===== src/pffs_consts.svh =====
`ifndef PFFS_CONSTS_SVH
`define PFFS_CONSTS_SVH

// timing
`define PFFS_CLK_HZ 40000000
`define PFFS_SAMPLE_US 1000
`define PFFS_SAMPLE_CYC ((`PFFS_CLK_HZ / 1000000) * `PFFS_SAMPLE_US)

// register byte offsets
`define PFFS_OFS_CONV 6'h00
`define PFFS_OFS_MODE 6'h04
`define PFFS_OFS_CTRL 6'h08
`define PFFS_OFS_BUSFB1 6'h0c
`define PFFS_OFS_BUSFB2 6'h10
`define PFFS_OFS_SP1 6'h14
`define PFFS_OFS_SP2 6'h18
`define PFFS_OFS_ENTRY 6'h1c
`define PFFS_OFS_DCEIL 6'h20
`define PFFS_OFS_SMOOTH 6'h24
`define PFFS_OFS_FBOUT 6'h28
`define PFFS_OFS_REFOUT 6'h2c
`define PFFS_OFS_STATUS 6'h30

// field positions
`define PFFS_CTRL_CLAMP_BIT 0
`define PFFS_CTRL_CLOSED_BIT 1
`define PFFS_ST_STATE_LSB 0
`define PFFS_ST_ZONE2_BIT 2
`define PFFS_ST_WARN_BIT 3

// reset values
`define PFFS_RST_CONV 1'h0
`define PFFS_RST_MODE 4'h1
`define PFFS_RST_CLAMP 1'h1
`define PFFS_RST_CLOSED 1'h0
`define PFFS_RST_DCEIL 16'h0500
`define PFFS_RST_SMOOTH 4'h0

`endif


===== src/pffs_pkg.sv =====
package pffs_pkg;

    typedef enum logic [3:0] {
        PFFS_MODE_MIN = 4'h0,
        PFFS_MODE_MAX = 4'h1,
        PFFS_MODE_SUM = 4'h2,
        PFFS_MODE_DIFF = 4'h3,
        PFFS_MODE_AVG = 4'h4,
        PFFS_MODE_ZMIN = 4'h5,
        PFFS_MODE_ZMAX = 4'h6,
        PFFS_MODE_FB1 = 4'h7,
        PFFS_MODE_FB2 = 4'h8
    } pffs_mode_t;

    typedef enum logic [1:0] {
        ST_IDLE,
        ST_RAMP,
        ST_RUN,
        ST_FROZEN
    } pffs_state_t;

endpackage : pffs_pkg


===== src/pffs_top.sv =====
`include "pffs_consts.svh"
module pffs_top
    import pffs_pkg::*;
#(
    parameter int DW = 16,
    parameter int SAMPLE_CYC = `PFFS_SAMPLE_CYC
) (
    // clock and reset
    input wire logic clk,
    input wire logic resetn,
    // avalon-mm slave
    input wire logic [5:0] avs_address,
    input wire logic avs_read,
    input wire logic avs_write,
    input wire logic [31:0] avs_writedata,
    input wire logic [3:0] avs_byteenable,
    output logic [31:0] avs_readdata,
    output logic avs_waitrequest,
    // process inputs, same clock domain
    input wire logic signed [DW-1:0] ain1,
    input wire logic signed [DW-1:0] ain2,
    input wire logic signed [DW-1:0] remote_ref,
    input wire logic signed [DW-1:0] out_freq,
    input wire logic limit_hit,
    input wire logic start_cmd,
    input wire logic signed [DW-1:0] deriv_in,
    // regulator side
    output logic signed [DW-1:0] feedback_out,
    output logic signed [DW-1:0] reference_out,
    output logic signed [DW-1:0] deviation_out,
    output logic signed [DW-1:0] deriv_out,
    output logic reg_active,
    output logic integ_reload,
    output logic sample_valid
);

    localparam int CW = $clog2(SAMPLE_CYC);
    localparam int SW = $clog2(DW);

    if (DW < 8 || DW > 16) begin : g_bad_dw
        $error("pffs_top: DW must be 8..16");
    end
    if (SAMPLE_CYC < 2) begin : g_bad_cyc
        $error("pffs_top: SAMPLE_CYC must be at least 2");
    end

    ////////////////////////////////////////////////////////////////////////////
    // helpers

    function automatic logic signed [DW-1:0] sat(input logic signed [DW:0] s);
        if (s[DW] != s[DW-1]) begin
            return s[DW] ? {1'b1, {(DW-1){1'b0}}} : {1'b0, {(DW-1){1'b1}}};
        end
        return s[DW-1:0];
    endfunction : sat

    function automatic logic signed [DW-1:0] sadd(input logic signed [DW-1:0] a,
                                                  input logic signed [DW-1:0] b,
                                                  input logic neg);
        logic signed [DW:0] ea;
        logic signed [DW:0] eb;
        ea = {a[DW-1], a};
        eb = {b[DW-1], b};
        return sat(neg ? ea - eb : ea + eb);
    endfunction : sadd

    // full-scale preserving root: sqrt(x * 2^(DW-1)), negatives read as zero
    function automatic logic signed [DW-1:0] sroot(input logic signed [DW-1:0] x);
        logic [2*DW-1:0] v;
        logic [DW-1:0] r;
        logic [DW-1:0] t;
        v = '0;
        r = '0;
        t = '0;
        if (!x[DW-1]) begin
            v = (2*DW)'(x) << (DW-1);
            for (int i = DW-2; i >= 0; i--) begin
                t = r | (DW'(1) << i);
                if ((2*DW)'(t) * (2*DW)'(t) <= v) begin
                    r = t;
                end
            end
        end
        return r;
    endfunction : sroot

    function automatic logic [31:0] bemerge(input logic [31:0] old,
                                            input logic [31:0] wd,
                                            input logic [3:0] be);
        logic [31:0] m;
        m = old;
        for (int i = 0; i < 4; i++) begin
            if (be[i]) begin
                m[8*i +: 8] = wd[8*i +: 8];
            end
        end
        return m;
    endfunction : bemerge

    function automatic logic [31:0] sext(input logic signed [DW-1:0] x);
        return 32'(signed'(x));
    endfunction : sext

    ////////////////////////////////////////////////////////////////////////////
    // register file and bus slave

    logic waitreq_r, waitreq_nxt;
    logic [31:0] rdata_r, rdata_nxt;
    logic conv_r, conv_nxt;
    logic [3:0] mode_r, mode_nxt;
    logic clamp_en_r, clamp_en_nxt;
    logic closed_r, closed_nxt;
    logic signed [DW-1:0] bus1_r, bus1_nxt, bus2_r, bus2_nxt;
    logic signed [DW-1:0] sp1_r, sp1_nxt, sp2_r, sp2_nxt;
    logic signed [DW-1:0] entry_r, entry_nxt, ceil_r, ceil_nxt;
    logic [SW-1:0] smooth_r, smooth_nxt;
    logic signed [DW-1:0] comb_r, filt_r, ref_r, dev_r, dout_r;
    logic zone2_r;
    pffs_state_t state_r, state_nxt;

    logic [31:0] status_w;
    logic [31:0] wmerged;
    logic wr_go;

    assign status_w = {28'h0, conv_r & (mode_r == 4'h5 || mode_r == 4'h6),
                       zone2_r, state_r};
    assign wr_go = avs_write && !waitreq_r;

    function automatic logic [31:0] rd_mux(input logic [5:0] a);
        unique case (a)
            `PFFS_OFS_CONV: return {31'h0, conv_r};
            `PFFS_OFS_MODE: return {28'h0, mode_r};
            `PFFS_OFS_CTRL: return {30'h0, closed_r, clamp_en_r};
            `PFFS_OFS_BUSFB1: return sext(bus1_r);
            `PFFS_OFS_BUSFB2: return sext(bus2_r);
            `PFFS_OFS_SP1: return sext(sp1_r);
            `PFFS_OFS_SP2: return sext(sp2_r);
            `PFFS_OFS_ENTRY: return sext(entry_r);
            `PFFS_OFS_DCEIL: return sext(ceil_r);
            `PFFS_OFS_SMOOTH: return 32'(smooth_r);
            `PFFS_OFS_FBOUT: return sext(filt_r);
            `PFFS_OFS_REFOUT: return sext(ref_r);
            `PFFS_OFS_STATUS: return status_w;
            default: return 32'h0;
        endcase
    endfunction : rd_mux

    always_comb begin
        waitreq_nxt = !((avs_read || avs_write) && waitreq_r);
        rdata_nxt = rdata_r;
        if (avs_read && waitreq_r) begin
            rdata_nxt = rd_mux(avs_address);
        end
        conv_nxt = conv_r;
        mode_nxt = mode_r;
        clamp_en_nxt = clamp_en_r;
        closed_nxt = closed_r;
        bus1_nxt = bus1_r;
        bus2_nxt = bus2_r;
        sp1_nxt = sp1_r;
        sp2_nxt = sp2_r;
        entry_nxt = entry_r;
        ceil_nxt = ceil_r;
        smooth_nxt = smooth_r;
        wmerged = bemerge(rd_mux(avs_address), avs_writedata, avs_byteenable);
        if (wr_go) begin
            unique case (avs_address)
                `PFFS_OFS_CONV: conv_nxt = wmerged[0];
                `PFFS_OFS_MODE: begin
                    // unknown codes are dropped, the mode keeps its value
                    if (wmerged[3:0] <= 4'h8) begin
                        mode_nxt = wmerged[3:0];
                    end
                end
                `PFFS_OFS_CTRL: begin
                    clamp_en_nxt = wmerged[`PFFS_CTRL_CLAMP_BIT];
                    closed_nxt = wmerged[`PFFS_CTRL_CLOSED_BIT];
                end
                `PFFS_OFS_BUSFB1: bus1_nxt = wmerged[DW-1:0];
                `PFFS_OFS_BUSFB2: bus2_nxt = wmerged[DW-1:0];
                `PFFS_OFS_SP1: sp1_nxt = wmerged[DW-1:0];
                `PFFS_OFS_SP2: sp2_nxt = wmerged[DW-1:0];
                `PFFS_OFS_ENTRY: entry_nxt = wmerged[DW-1:0];
                // negative ceiling would invert the clamp
                `PFFS_OFS_DCEIL: ceil_nxt = wmerged[DW-1] ? '0 : wmerged[DW-1:0];
                `PFFS_OFS_SMOOTH: smooth_nxt = wmerged[SW-1:0];
                default: ;
            endcase
        end
    end

    always_ff @(posedge clk or negedge resetn) begin
        if (!resetn) begin
            waitreq_r <= 1'b1;
            rdata_r <= 32'h0;
            conv_r <= `PFFS_RST_CONV;
            mode_r <= `PFFS_RST_MODE;
            clamp_en_r <= `PFFS_RST_CLAMP;
            closed_r <= `PFFS_RST_CLOSED;
            bus1_r <= '0;
            bus2_r <= '0;
            sp1_r <= '0;
            sp2_r <= '0;
            entry_r <= '0;
            ceil_r <= DW'(`PFFS_RST_DCEIL);
            smooth_r <= SW'(`PFFS_RST_SMOOTH);
        end else begin
            waitreq_r <= waitreq_nxt;
            rdata_r <= rdata_nxt;
            conv_r <= conv_nxt;
            mode_r <= mode_nxt;
            clamp_en_r <= clamp_en_nxt;
            closed_r <= closed_nxt;
            bus1_r <= bus1_nxt;
            bus2_r <= bus2_nxt;
            sp1_r <= sp1_nxt;
            sp2_r <= sp2_nxt;
            entry_r <= entry_nxt;
            ceil_r <= ceil_nxt;
            smooth_r <= smooth_nxt;
        end
    end

    assign avs_waitrequest = waitreq_r;
    assign avs_readdata = rdata_r;

    ////////////////////////////////////////////////////////////////////////////
    // sample datapath, runs regardless of loop mode

    logic [CW-1:0] cnt_r, cnt_nxt;
    logic tick;
    logic valid_r, valid_nxt;
    logic signed [DW-1:0] fb1_c, fb2_c, d1_c, d2_c, comb_c, ref_c, sp_c, filt_c;
    logic signed [DW:0] avg_c, fdiff_c, fsum_c;
    logic zone2_c;
    logic signed [DW-1:0] comb_nxt, filt_nxt, ref_nxt, dev_nxt, dout_nxt;
    logic zone2_nxt;

    assign tick = (cnt_r == '0);

    always_comb begin
        fb1_c = sadd(bus1_r, ain1, 1'b0);
        fb2_c = sadd(bus2_r, ain2, 1'b0);
        if (conv_r) begin
            fb1_c = sroot(fb1_c);
            fb2_c = sroot(fb2_c);
        end
        d1_c = sadd(sp1_r, fb1_c, 1'b1);
        d2_c = sadd(sp2_r, fb2_c, 1'b1);
        avg_c = ({fb1_c[DW-1], fb1_c} + {fb2_c[DW-1], fb2_c}) >>> 1;
        zone2_c = 1'b0;
        comb_c = fb1_c;
        unique case (mode_r)
            PFFS_MODE_MIN: comb_c = (fb1_c < fb2_c) ? fb1_c : fb2_c;
            PFFS_MODE_MAX: comb_c = (fb1_c > fb2_c) ? fb1_c : fb2_c;
            PFFS_MODE_SUM: comb_c = sadd(fb1_c, fb2_c, 1'b0);
            PFFS_MODE_DIFF: comb_c = sadd(fb2_c, fb1_c, 1'b1);
            PFFS_MODE_AVG: comb_c = avg_c[DW-1:0];
            PFFS_MODE_ZMIN: zone2_c = (d2_c > d1_c);
            PFFS_MODE_ZMAX: zone2_c = (d2_c < d1_c);
            PFFS_MODE_FB1: comb_c = fb1_c;
            PFFS_MODE_FB2: zone2_c = 1'b1;
            default: comb_c = fb1_c;
        endcase
        if (zone2_c) begin
            comb_c = fb2_c;
        end
        // setpoint two only ever reaches the sum through a zone pick
        sp_c = zone2_c ? sp2_r : sp1_r;
        ref_c = sadd(remote_ref, sp_c, 1'b0);
        // y += (x - y) >> k: time constant about 2^k samples
        fdiff_c = {comb_c[DW-1], comb_c} - {filt_r[DW-1], filt_r};
        // both operands signed, or the shift would fill zeros on a falling input
        fsum_c = signed'({filt_r[DW-1], filt_r}) + (fdiff_c >>> smooth_r);
        filt_c = fsum_c[DW-1:0];
    end

    always_comb begin
        cnt_nxt = tick ? CW'(SAMPLE_CYC - 1) : cnt_r - CW'(1);
        valid_nxt = tick;
        comb_nxt = comb_r;
        filt_nxt = filt_r;
        ref_nxt = ref_r;
        dev_nxt = dev_r;
        zone2_nxt = zone2_r;
        if (tick) begin
            comb_nxt = comb_c;
            filt_nxt = filt_c;
            ref_nxt = ref_c;
            dev_nxt = sadd(ref_c, filt_c, 1'b1);
            zone2_nxt = zone2_c;
        end
        // clamp both directions on the ceiling
        if (deriv_in > ceil_r) begin
            dout_nxt = ceil_r;
        end else if (deriv_in < -ceil_r) begin
            dout_nxt = -ceil_r;
        end else begin
            dout_nxt = deriv_in;
        end
    end

    always_ff @(posedge clk or negedge resetn) begin
        if (!resetn) begin
            cnt_r <= '0;
            valid_r <= 1'b0;
            comb_r <= '0;
            filt_r <= '0;
            ref_r <= '0;
            dev_r <= '0;
            zone2_r <= 1'b0;
            dout_r <= '0;
        end else begin
            cnt_r <= cnt_nxt;
            valid_r <= valid_nxt;
            comb_r <= comb_nxt;
            filt_r <= filt_nxt;
            ref_r <= ref_nxt;
            dev_r <= dev_nxt;
            zone2_r <= zone2_nxt;
            dout_r <= dout_nxt;
        end
    end

    assign feedback_out = filt_r;
    assign reference_out = ref_r;
    assign deviation_out = dev_r;
    assign deriv_out = dout_r;
    assign sample_valid = valid_r;

    ////////////////////////////////////////////////////////////////////////////
    // start-up and anti-windup sequencer

    logic active_r, active_nxt;
    logic reload_r, reload_nxt;
    logic frz_sign_r, frz_sign_nxt;

    always_comb begin
        state_nxt = state_r;
        reload_nxt = 1'b0;
        frz_sign_nxt = frz_sign_r;
        if (!start_cmd || !closed_r) begin
            state_nxt = ST_IDLE;
        end else begin
            unique case (state_r)
                ST_IDLE: state_nxt = ST_RAMP;
                ST_RAMP: begin
                    if (out_freq >= entry_r) begin
                        state_nxt = ST_RUN;
                    end
                end
                ST_RUN: begin
                    if (limit_hit && clamp_en_r) begin
                        state_nxt = ST_FROZEN;
                        reload_nxt = 1'b1;
                        frz_sign_nxt = dev_r[DW-1];
                    end
                end
                ST_FROZEN: begin
                    // switching clamping off releases the hold at once
                    if (!clamp_en_r || dev_r == '0 || dev_r[DW-1] != frz_sign_r) begin
                        state_nxt = ST_RUN;
                    end
                end
            endcase
        end
        active_nxt = (state_nxt == ST_RUN);
    end

    always_ff @(posedge clk or negedge resetn) begin
        if (!resetn) begin
            state_r <= ST_IDLE;
            active_r <= 1'b0;
            reload_r <= 1'b0;
            frz_sign_r <= 1'b0;
        end else begin
            state_r <= state_nxt;
            active_r <= active_nxt;
            reload_r <= reload_nxt;
            frz_sign_r <= frz_sign_nxt;
        end
    end

    assign reg_active = active_r;
    assign integ_reload = reload_r;
endmodule : pffs_top


===== config.mk =====
export PLATFORM = sky130hd
export DESIGN_NAME = pffs_top
export DESIGN_NICKNAME = d
export VERILOG_FILES = /design/src/pffs_pkg.sv /design/src/pffs_top.sv
export VERILOG_INCLUDE_DIRS = /design/src
export SDC_FILE = /design/constraint.sdc
export NUM_CORES = 2
export LEC_CHECK = 0
export BUFFER_PORTS_ARGS = -buffer_cell sky130_fd_sc_hd__buf_2
export CORE_AREA = 2 2 466 468
export CTS_CLUSTER_DIAMETER = 80
export DETAILED_ROUTE_END_ITERATION = 6
export DIE_AREA = 0 0 468 470
export SYNTH_ARGS = -nofsm -noshare
export SYNTH_HDL_FRONTEND = slang
export SYNTH_SLANG_ARGS = --single-unit

===== constraint.sdc =====
create_clock -name clk -period 201.8 [get_ports clk]
set_input_delay 30.27 -clock clk [delete_from_list [all_inputs] [get_ports clk]]
set_output_delay 30.27 -clock clk [all_outputs]
set_load 0.005 [all_outputs]

Word-level counts from Yosys, hierarchy flattened
Index checks and enable logic that the tools add are counted.
{"block": "totals", "regBits": 227, "in_bits": 128, "out_inout_bits": 100, "wordCells": 314}
{"block": "op_classes", "addsub": 13, "multipliers": 28, "order_cmp": 38, "eq_ne": 32, "n_shift": 1, "n_mux": 146, "n_bitwise": 2, "reduce_logical": 30}
{"cell": "$mux W16", "count": 91}
{"cell": "$le A32 B32 Y1", "count": 28}
{"cell": "$mul A16 B16 Y32", "count": 28}
{"cell": "$pmux W32 S13", "count": 1}
{"cell": "$add A16 B16 Y17", "count": 5}
{"cell": "$sub A16 B16 Y17", "count": 5}
{"cell": "$pmux W16 S5", "count": 1}
{"cell": "$le A29 B32 Y1 const A", "count": 2}
{"cell": "$gt A16 B16 Y1", "count": 3}
{"cell": "$lt A16 B16 Y1", "count": 3}
{"cell": "$mux W15", "count": 3}
{"cell": "$logic_not A16 Y1", "count": 2}
{"cell": "$mux W8", "count": 4}
{"cell": "$eq A6 B6 Y1 const B", "count": 5}
{"cell": "$mux W14", "count": 2}
{"cell": "$mux W13", "count": 2}
{"cell": "$eq A6 B5 Y1 const B", "count": 4}
{"cell": "$mux W12", "count": 2}
{"cell": "$mux W11", "count": 2}
{"cell": "$mux W10", "count": 2}
{"cell": "$mux W9", "count": 2}
{"cell": "$reduce_and A2 Y1", "count": 9}
{"cell": "$sshr A17 B4 Y16", "count": 1}
{"cell": "$add A16 B16 Y16", "count": 1}
{"cell": "other kinds (31)", "count": 82}

Logic depth before layout (Yosys ltp)
{"block": "depth", "ltp_word": 94, "mapped_depth": 483, "mapped_depth_nobuf": 471}

Worst setup path before layout
OpenSTA, ideal clock, no wires.
{"block": "synth_timing", "path_kind": "input port to flip-flop", "startpoint": "input ain2[1]", "endpoint": "register dev_r[10] (netlist: deviation_out[10])", "setup_ns": 0.142, "arrival_ns": 127.668, "required_ns": 201.658, "slack_ns": 73.990, "path_stages": 452, "path_buffers": 15, "cell_sequence": "ha_1 a211oi_1 o21ai_0 a211o_1 a31oi_1 nor2_1 nor2_1 xnor2_1 inv_1 ha_1 or2_2 clkbuf_1 inv_1 nand2_1 nor2_1 clkbuf_1 inv_1 ha_1 (+416 left out) o21bai_1 a21oi_1 o21bai_1 a21oi_1 o21bai_1 a21oi_1 o21bai_1 a21oi_1 o21bai_1 a21oi_1 xor2_1 ha_1 and3_1 a211oi_1 a22oi_1 nor3_1 clkbuf_1 a211oi_1"}
{"block": "synth_via", "elab_chain_len": 94, "word_cells_on_any_way": 127, "cone_classes": "9 x add/sub; 14 x mul; 19 x order compare; 6 x eq/ne; 1 x shift; 78 x mux"}
{"item": "start: declaration", "line_no": "pffs_top.sv:21", "source": "input wire logic signed [DW-1:0] ain2,"}
{"item": "$add A16 B16 Y17 *", "line_no": "pffs_top.sv:64", "source": "return sat(neg ? ea - eb : ea + eb);"}
{"item": "$mux W16 or $ne A1 B1 Y1 (tied branches)", "line_no": "pffs_top.sv:52, pffs_top.sv:51"}
{"item": "$mux W16 or $mux W1 (tied branches)", "line_no": "pffs_top.sv:51", "source": "if (s[DW] != s[DW-1]) begin"}
{"item": "$mux W16 *", "line_no": "pffs_top.sv:54", "source": "return s[DW-1:0];"}
{"item": "$le A29 B32 Y1", "line_no": "pffs_top.sv:79", "source": "if ((2*DW)'(t) * (2*DW)'(t) <= v) begin"}
{"item": "$mux W15", "line_no": "pffs_top.sv:79"}
{"item": "$mux W16", "line_no": "pffs_top.sv:75", "source": "if (!x[DW-1]) begin"}
{"item": "$mux W16", "line_no": "pffs_top.sv:244", "source": "if (conv_r) begin"}
{"item": "(+68 left out)"}
{"item": "$mux W16", "line_no": "pffs_top.sv:75"}
{"item": "$mux W16 *", "line_no": "pffs_top.sv:244"}
{"item": "branches (longest 11 deep; another with $sub A16 B16 Y17)"}
{"item": "$sub A16 B16 Y17 *", "line_no": "pffs_top.sv:64"}
{"item": "$ne A1 B1 Y1", "line_no": "pffs_top.sv:51"}
{"item": "$mux W1", "line_no": "pffs_top.sv:51"}
{"item": "$mux W1", "line_no": "pffs_top.sv:286", "source": "if (tick) begin"}
{"item": "$mux W16 *", "line_no": "pffs_top.sv:54"}
{"item": "end signal: assignment", "line_no": "pffs_top.sv:319", "source": "dev_r <= dev_nxt;"}
{"item": "end: declaration", "line_no": "pffs_top.sv:117", "source": "logic signed [DW-1:0] comb_r, filt_r, ref_r, dev_r, dout_r;"}
Every way passes the cells marked *. The select of a mux whose other input is x is not followed.
A chain may end at the register's enable or synchronous reset.

Worst setup path in the final report
{"block": "layout_timing", "startpoint": "input ain2[1]", "endpoint": "register dev_r[6] (netlist: deviation_out[6])"}
The elaborated chain is that of the path after synthesis.

==> results.md <==
- RePlAce Congestion: 0.943
- Fillers: 22000
- Most used cell along the critical path: ha_1
- Final WL: approximately 220 mm
- Peak fanout along the critical path: between 40 and 50
- Yosys top cell by area: ha_1
- Period utilisation layout: 0.702
- Via count: a little under 60000
- Reg2reg end: deviation_out[6]
- Final Max Slew Viols: 0
- Largest net degree at the start of global routing: between 100 and 150
- Drt pass-1 iters: 6
- R2R cell count: 458
- DR vias/cell: 5.23
- First-pass GRT wire length: ~350 mm
- Final setup viols: 0
- GRT Resource Usage Total: 0.203
- Outcome: complete, no violations
- Post-DP HPWL: between 150 and 200 mm
- Worst Hold Depth: 1
- IO buf count: about 210
- Starting density of the core: 0.338
- GRT overflow: 0
- Main synth FF type: dfrtp_1
- Sink Count: between 200 and 250
- Most numerous cell in the Yosys netlist: ha_1
- Clock root buffer: clkbuf_16
- 1st-iter DRT viols: between 3000 and 4000
- Fin. Hold Viols: 0
- CTS buffer count: 26
- Synthesized area: around 73000 um2
- Setup crit start kind: input port
- I/O pin count: between 200 and 250
- TritonCTS clock tree: yes
- Distinct cells, synth: approximately 110
- Hold Path Sink: cnt_r[0]
- Worst-skew pair later-pin latency: roughly 0.54 ns
- DRC viols: 0
- Layout area overhead: 7.78%
- CP max stage cell: a21oi_1
- Critical path required time: between 200 and 250 ns
- Initial antenna violation count: 7
- Clock Tree Buf Depth: 3
- Max Cap Violations: 0
- Setup tns final: 0 ns
- Critical path data arrival time: 142.02 ns
- Skew final: roughly 0.012 ns
- Nets: between 10000 and 15000
- Yosys reg bits: 210
- FP Rows: 171
- Leading cell types by count after synthesis: 1648 x ha_1, 1614 x inv_1, 854 x fa_1
- Synth top area cells: ha_1 28%, fa_1 23%, inv_1 8.3%
- Die Area: approximately 220000 um2
- Worst flop-to-flop path startpoint: bus2_r[1]
- Hold path startpoint: cnt_r[0]
- Minimum clock period: 141.66 ns
- Die H: ~470 um
- Syn_area_per_cell: 8.79 um2
- Ys async rst share: 1.00
- Fmax: between 7 and 8 MHz
- CTS H-Tree Depth: 1
- # hold bufs at CTS: 0
- Crit. End Element: flip-flop
- Number of synthesized flops with an enable pin: 0
- Vias in the first global route: approximately 60000
- R2R Setup Slk: between 80 and 90 ns
- Relative slew slack: 0.171
- Worst path max stage delay: approximately 0.94 ns
- Share of layout cells above drive strength 1: 0.0606
- DRT antenna net count: 0
- Core area: around 220000 um2
- Yosys warnings: 0
- Number of setup buffers added after CTS: 0
- Crit path kind: in -> reg
- Worst slew pin tran: approximately 1.2 ns
- Mapped Cells: about 8300
- RSZ-0062 raised after global routing: no
- Area share of the largest cell type after synthesis: 0.283
- CTS clk-pin slew, worst paths: around 0.060 ns
- Post-cts resize count: 0
- DIE WIDTH: 468 um
- Routed WL per cell: 19.8 um
- Hold WC Path Type: reg -> reg
- Register area share after synthesis: 0.0722
==> worst max-delay path by stage <==
stage,from,to,slack [ns],depth (start not counted)
floorplan,ain2[1],deviation_out[10],73.99,452
global placement,ain2[1],deviation_out[1],61.61,464
detailed placement,ain2[1],deviation_out[2],60.41,463
CTS,ain2[1],deviation_out[3],60.64,463
global route,ain2[1],deviation_out[5],52.71,464
finish,ain2[1],deviation_out[6],60.14,459
==> cell usage in the layout (no fill, tap or decap), types with 37 or more instances in the layout <==
cell type  instances
ha_1            1648
inv_1           1614
fa_1             854
nor2_1           458
nand2_1          440
a21oi_1          432
o21ai_0          428
xnor2_1          286
buf_2            208
dfrtp_1          205
a21o_1           173
xor2_1           109
buf_4            106
nor3_1           103
nand4_1           95
nor2b_1           94
o21bai_1          91
nand2b_1          88
nand3_1           70
o21a_1            69
mux2i_1           68
a22oi_1           63
a211oi_1          48
mux2_2            47
o31ai_1           45
and2_1            40
and3_1            38
or2_2             38
a31oi_1           37
==> logic make-up (layout without fill, tap and decap cells) <==
family                   after synthesis  after routing  synth area share
adder cells (fa/ha/maj)             2506           2506             0.518
buffers and inverters               1814           1990            0.0947
AO/OA/AOI/OAI                       1656           1656             0.145
AND/OR/NAND/NOR                     1584           1584             0.104
XOR/XNOR                             398            398            0.0483
flip-flops                           210            210            0.0722
multiplexers                         118            118            0.0173
other                                  1              5         0.0000515
==> area by class of cell <==
| cell class | count | area (um2) | share of cell area |
|---|---|---|---|
| multi-input combinational | 6266 | 60800 | 0.774 |
| inverter | 1627 | 6110 | 0.0779 |
| sequential | 210 | 5260 | 0.0670 |
| tap | 2854 | 3570 | 0.0455 |
| timing repair buffer | 315 | 1850 | 0.0236 |
| clock buffer | 36 | 759 | 0.00967 |
| clock inverter | 12 | 174 | 0.00221 |
| antenna | 1 | 2.50 | 0.0000319 |
==> metrics by stage <==
| step | worst slack, ns | hold WS, ns | std cells | cell area [um2] | util |
|---|---|---|---|---|---|
| final | 60.14 | 0.449 | 11300 | 78500 | 0.364 |
| after global routing | 52.71 | 0.467 | 11300 | 78500 | 0.364 |
| after CTS | 60.64 | 0.451 | 11300 | 78500 | 0.364 |
| after detailed placement | 60.41 | 0.443 | 11300 | 77600 | 0.360 |
| after global placement | 61.61 | 0.437 | 11300 | 77600 | 0.360 |
| after floorplan | 73.99 | 0.422 | 8290 | 72900 | - |
==> metal layers <==
| metal | vias up | share of wire | GRT usage |
|---|---|---|---|
| met5 | - | 0.00025 | 0 |
| met4 | 8 | 0.040 | 0.0668 |
| met3 | 343 | 0.052 | 0.0195 |
| met2 | 1598 | 0.46 | 0.334 |
| met1 | 29100 | 0.45 | 0.280 |
| li1 | 28100 | - | - |
==> critical path, delay by kind of cell <==
kind	cells	cell delay, ns
mux	2	0.44
compound gates	187	41.77
simple gates	78	14.15
xor+xnor	13	2.11
fa+ha+maj	109	40.87
buf+inv	70	11.92
==> registers in the layout, indices dropped and copies added (netlist names), 2 cells and up <==
name / flops
state_r: 2
sp2_r: 16
sp1_r: 16
entry_r: 16
reference_out: 16
bus1_r: 16
smooth_r: 4
deriv_out: 16
avs_readdata: 16
bus2_r: 16
cnt_r: 16
deviation_out: 16
mode_r: 4
feedback_out: 16
ceil_r: 15
Power is left out: the tool's default activity adds up to more than one toggle a clock period on the data nets, which glitch-free logic cannot reach.
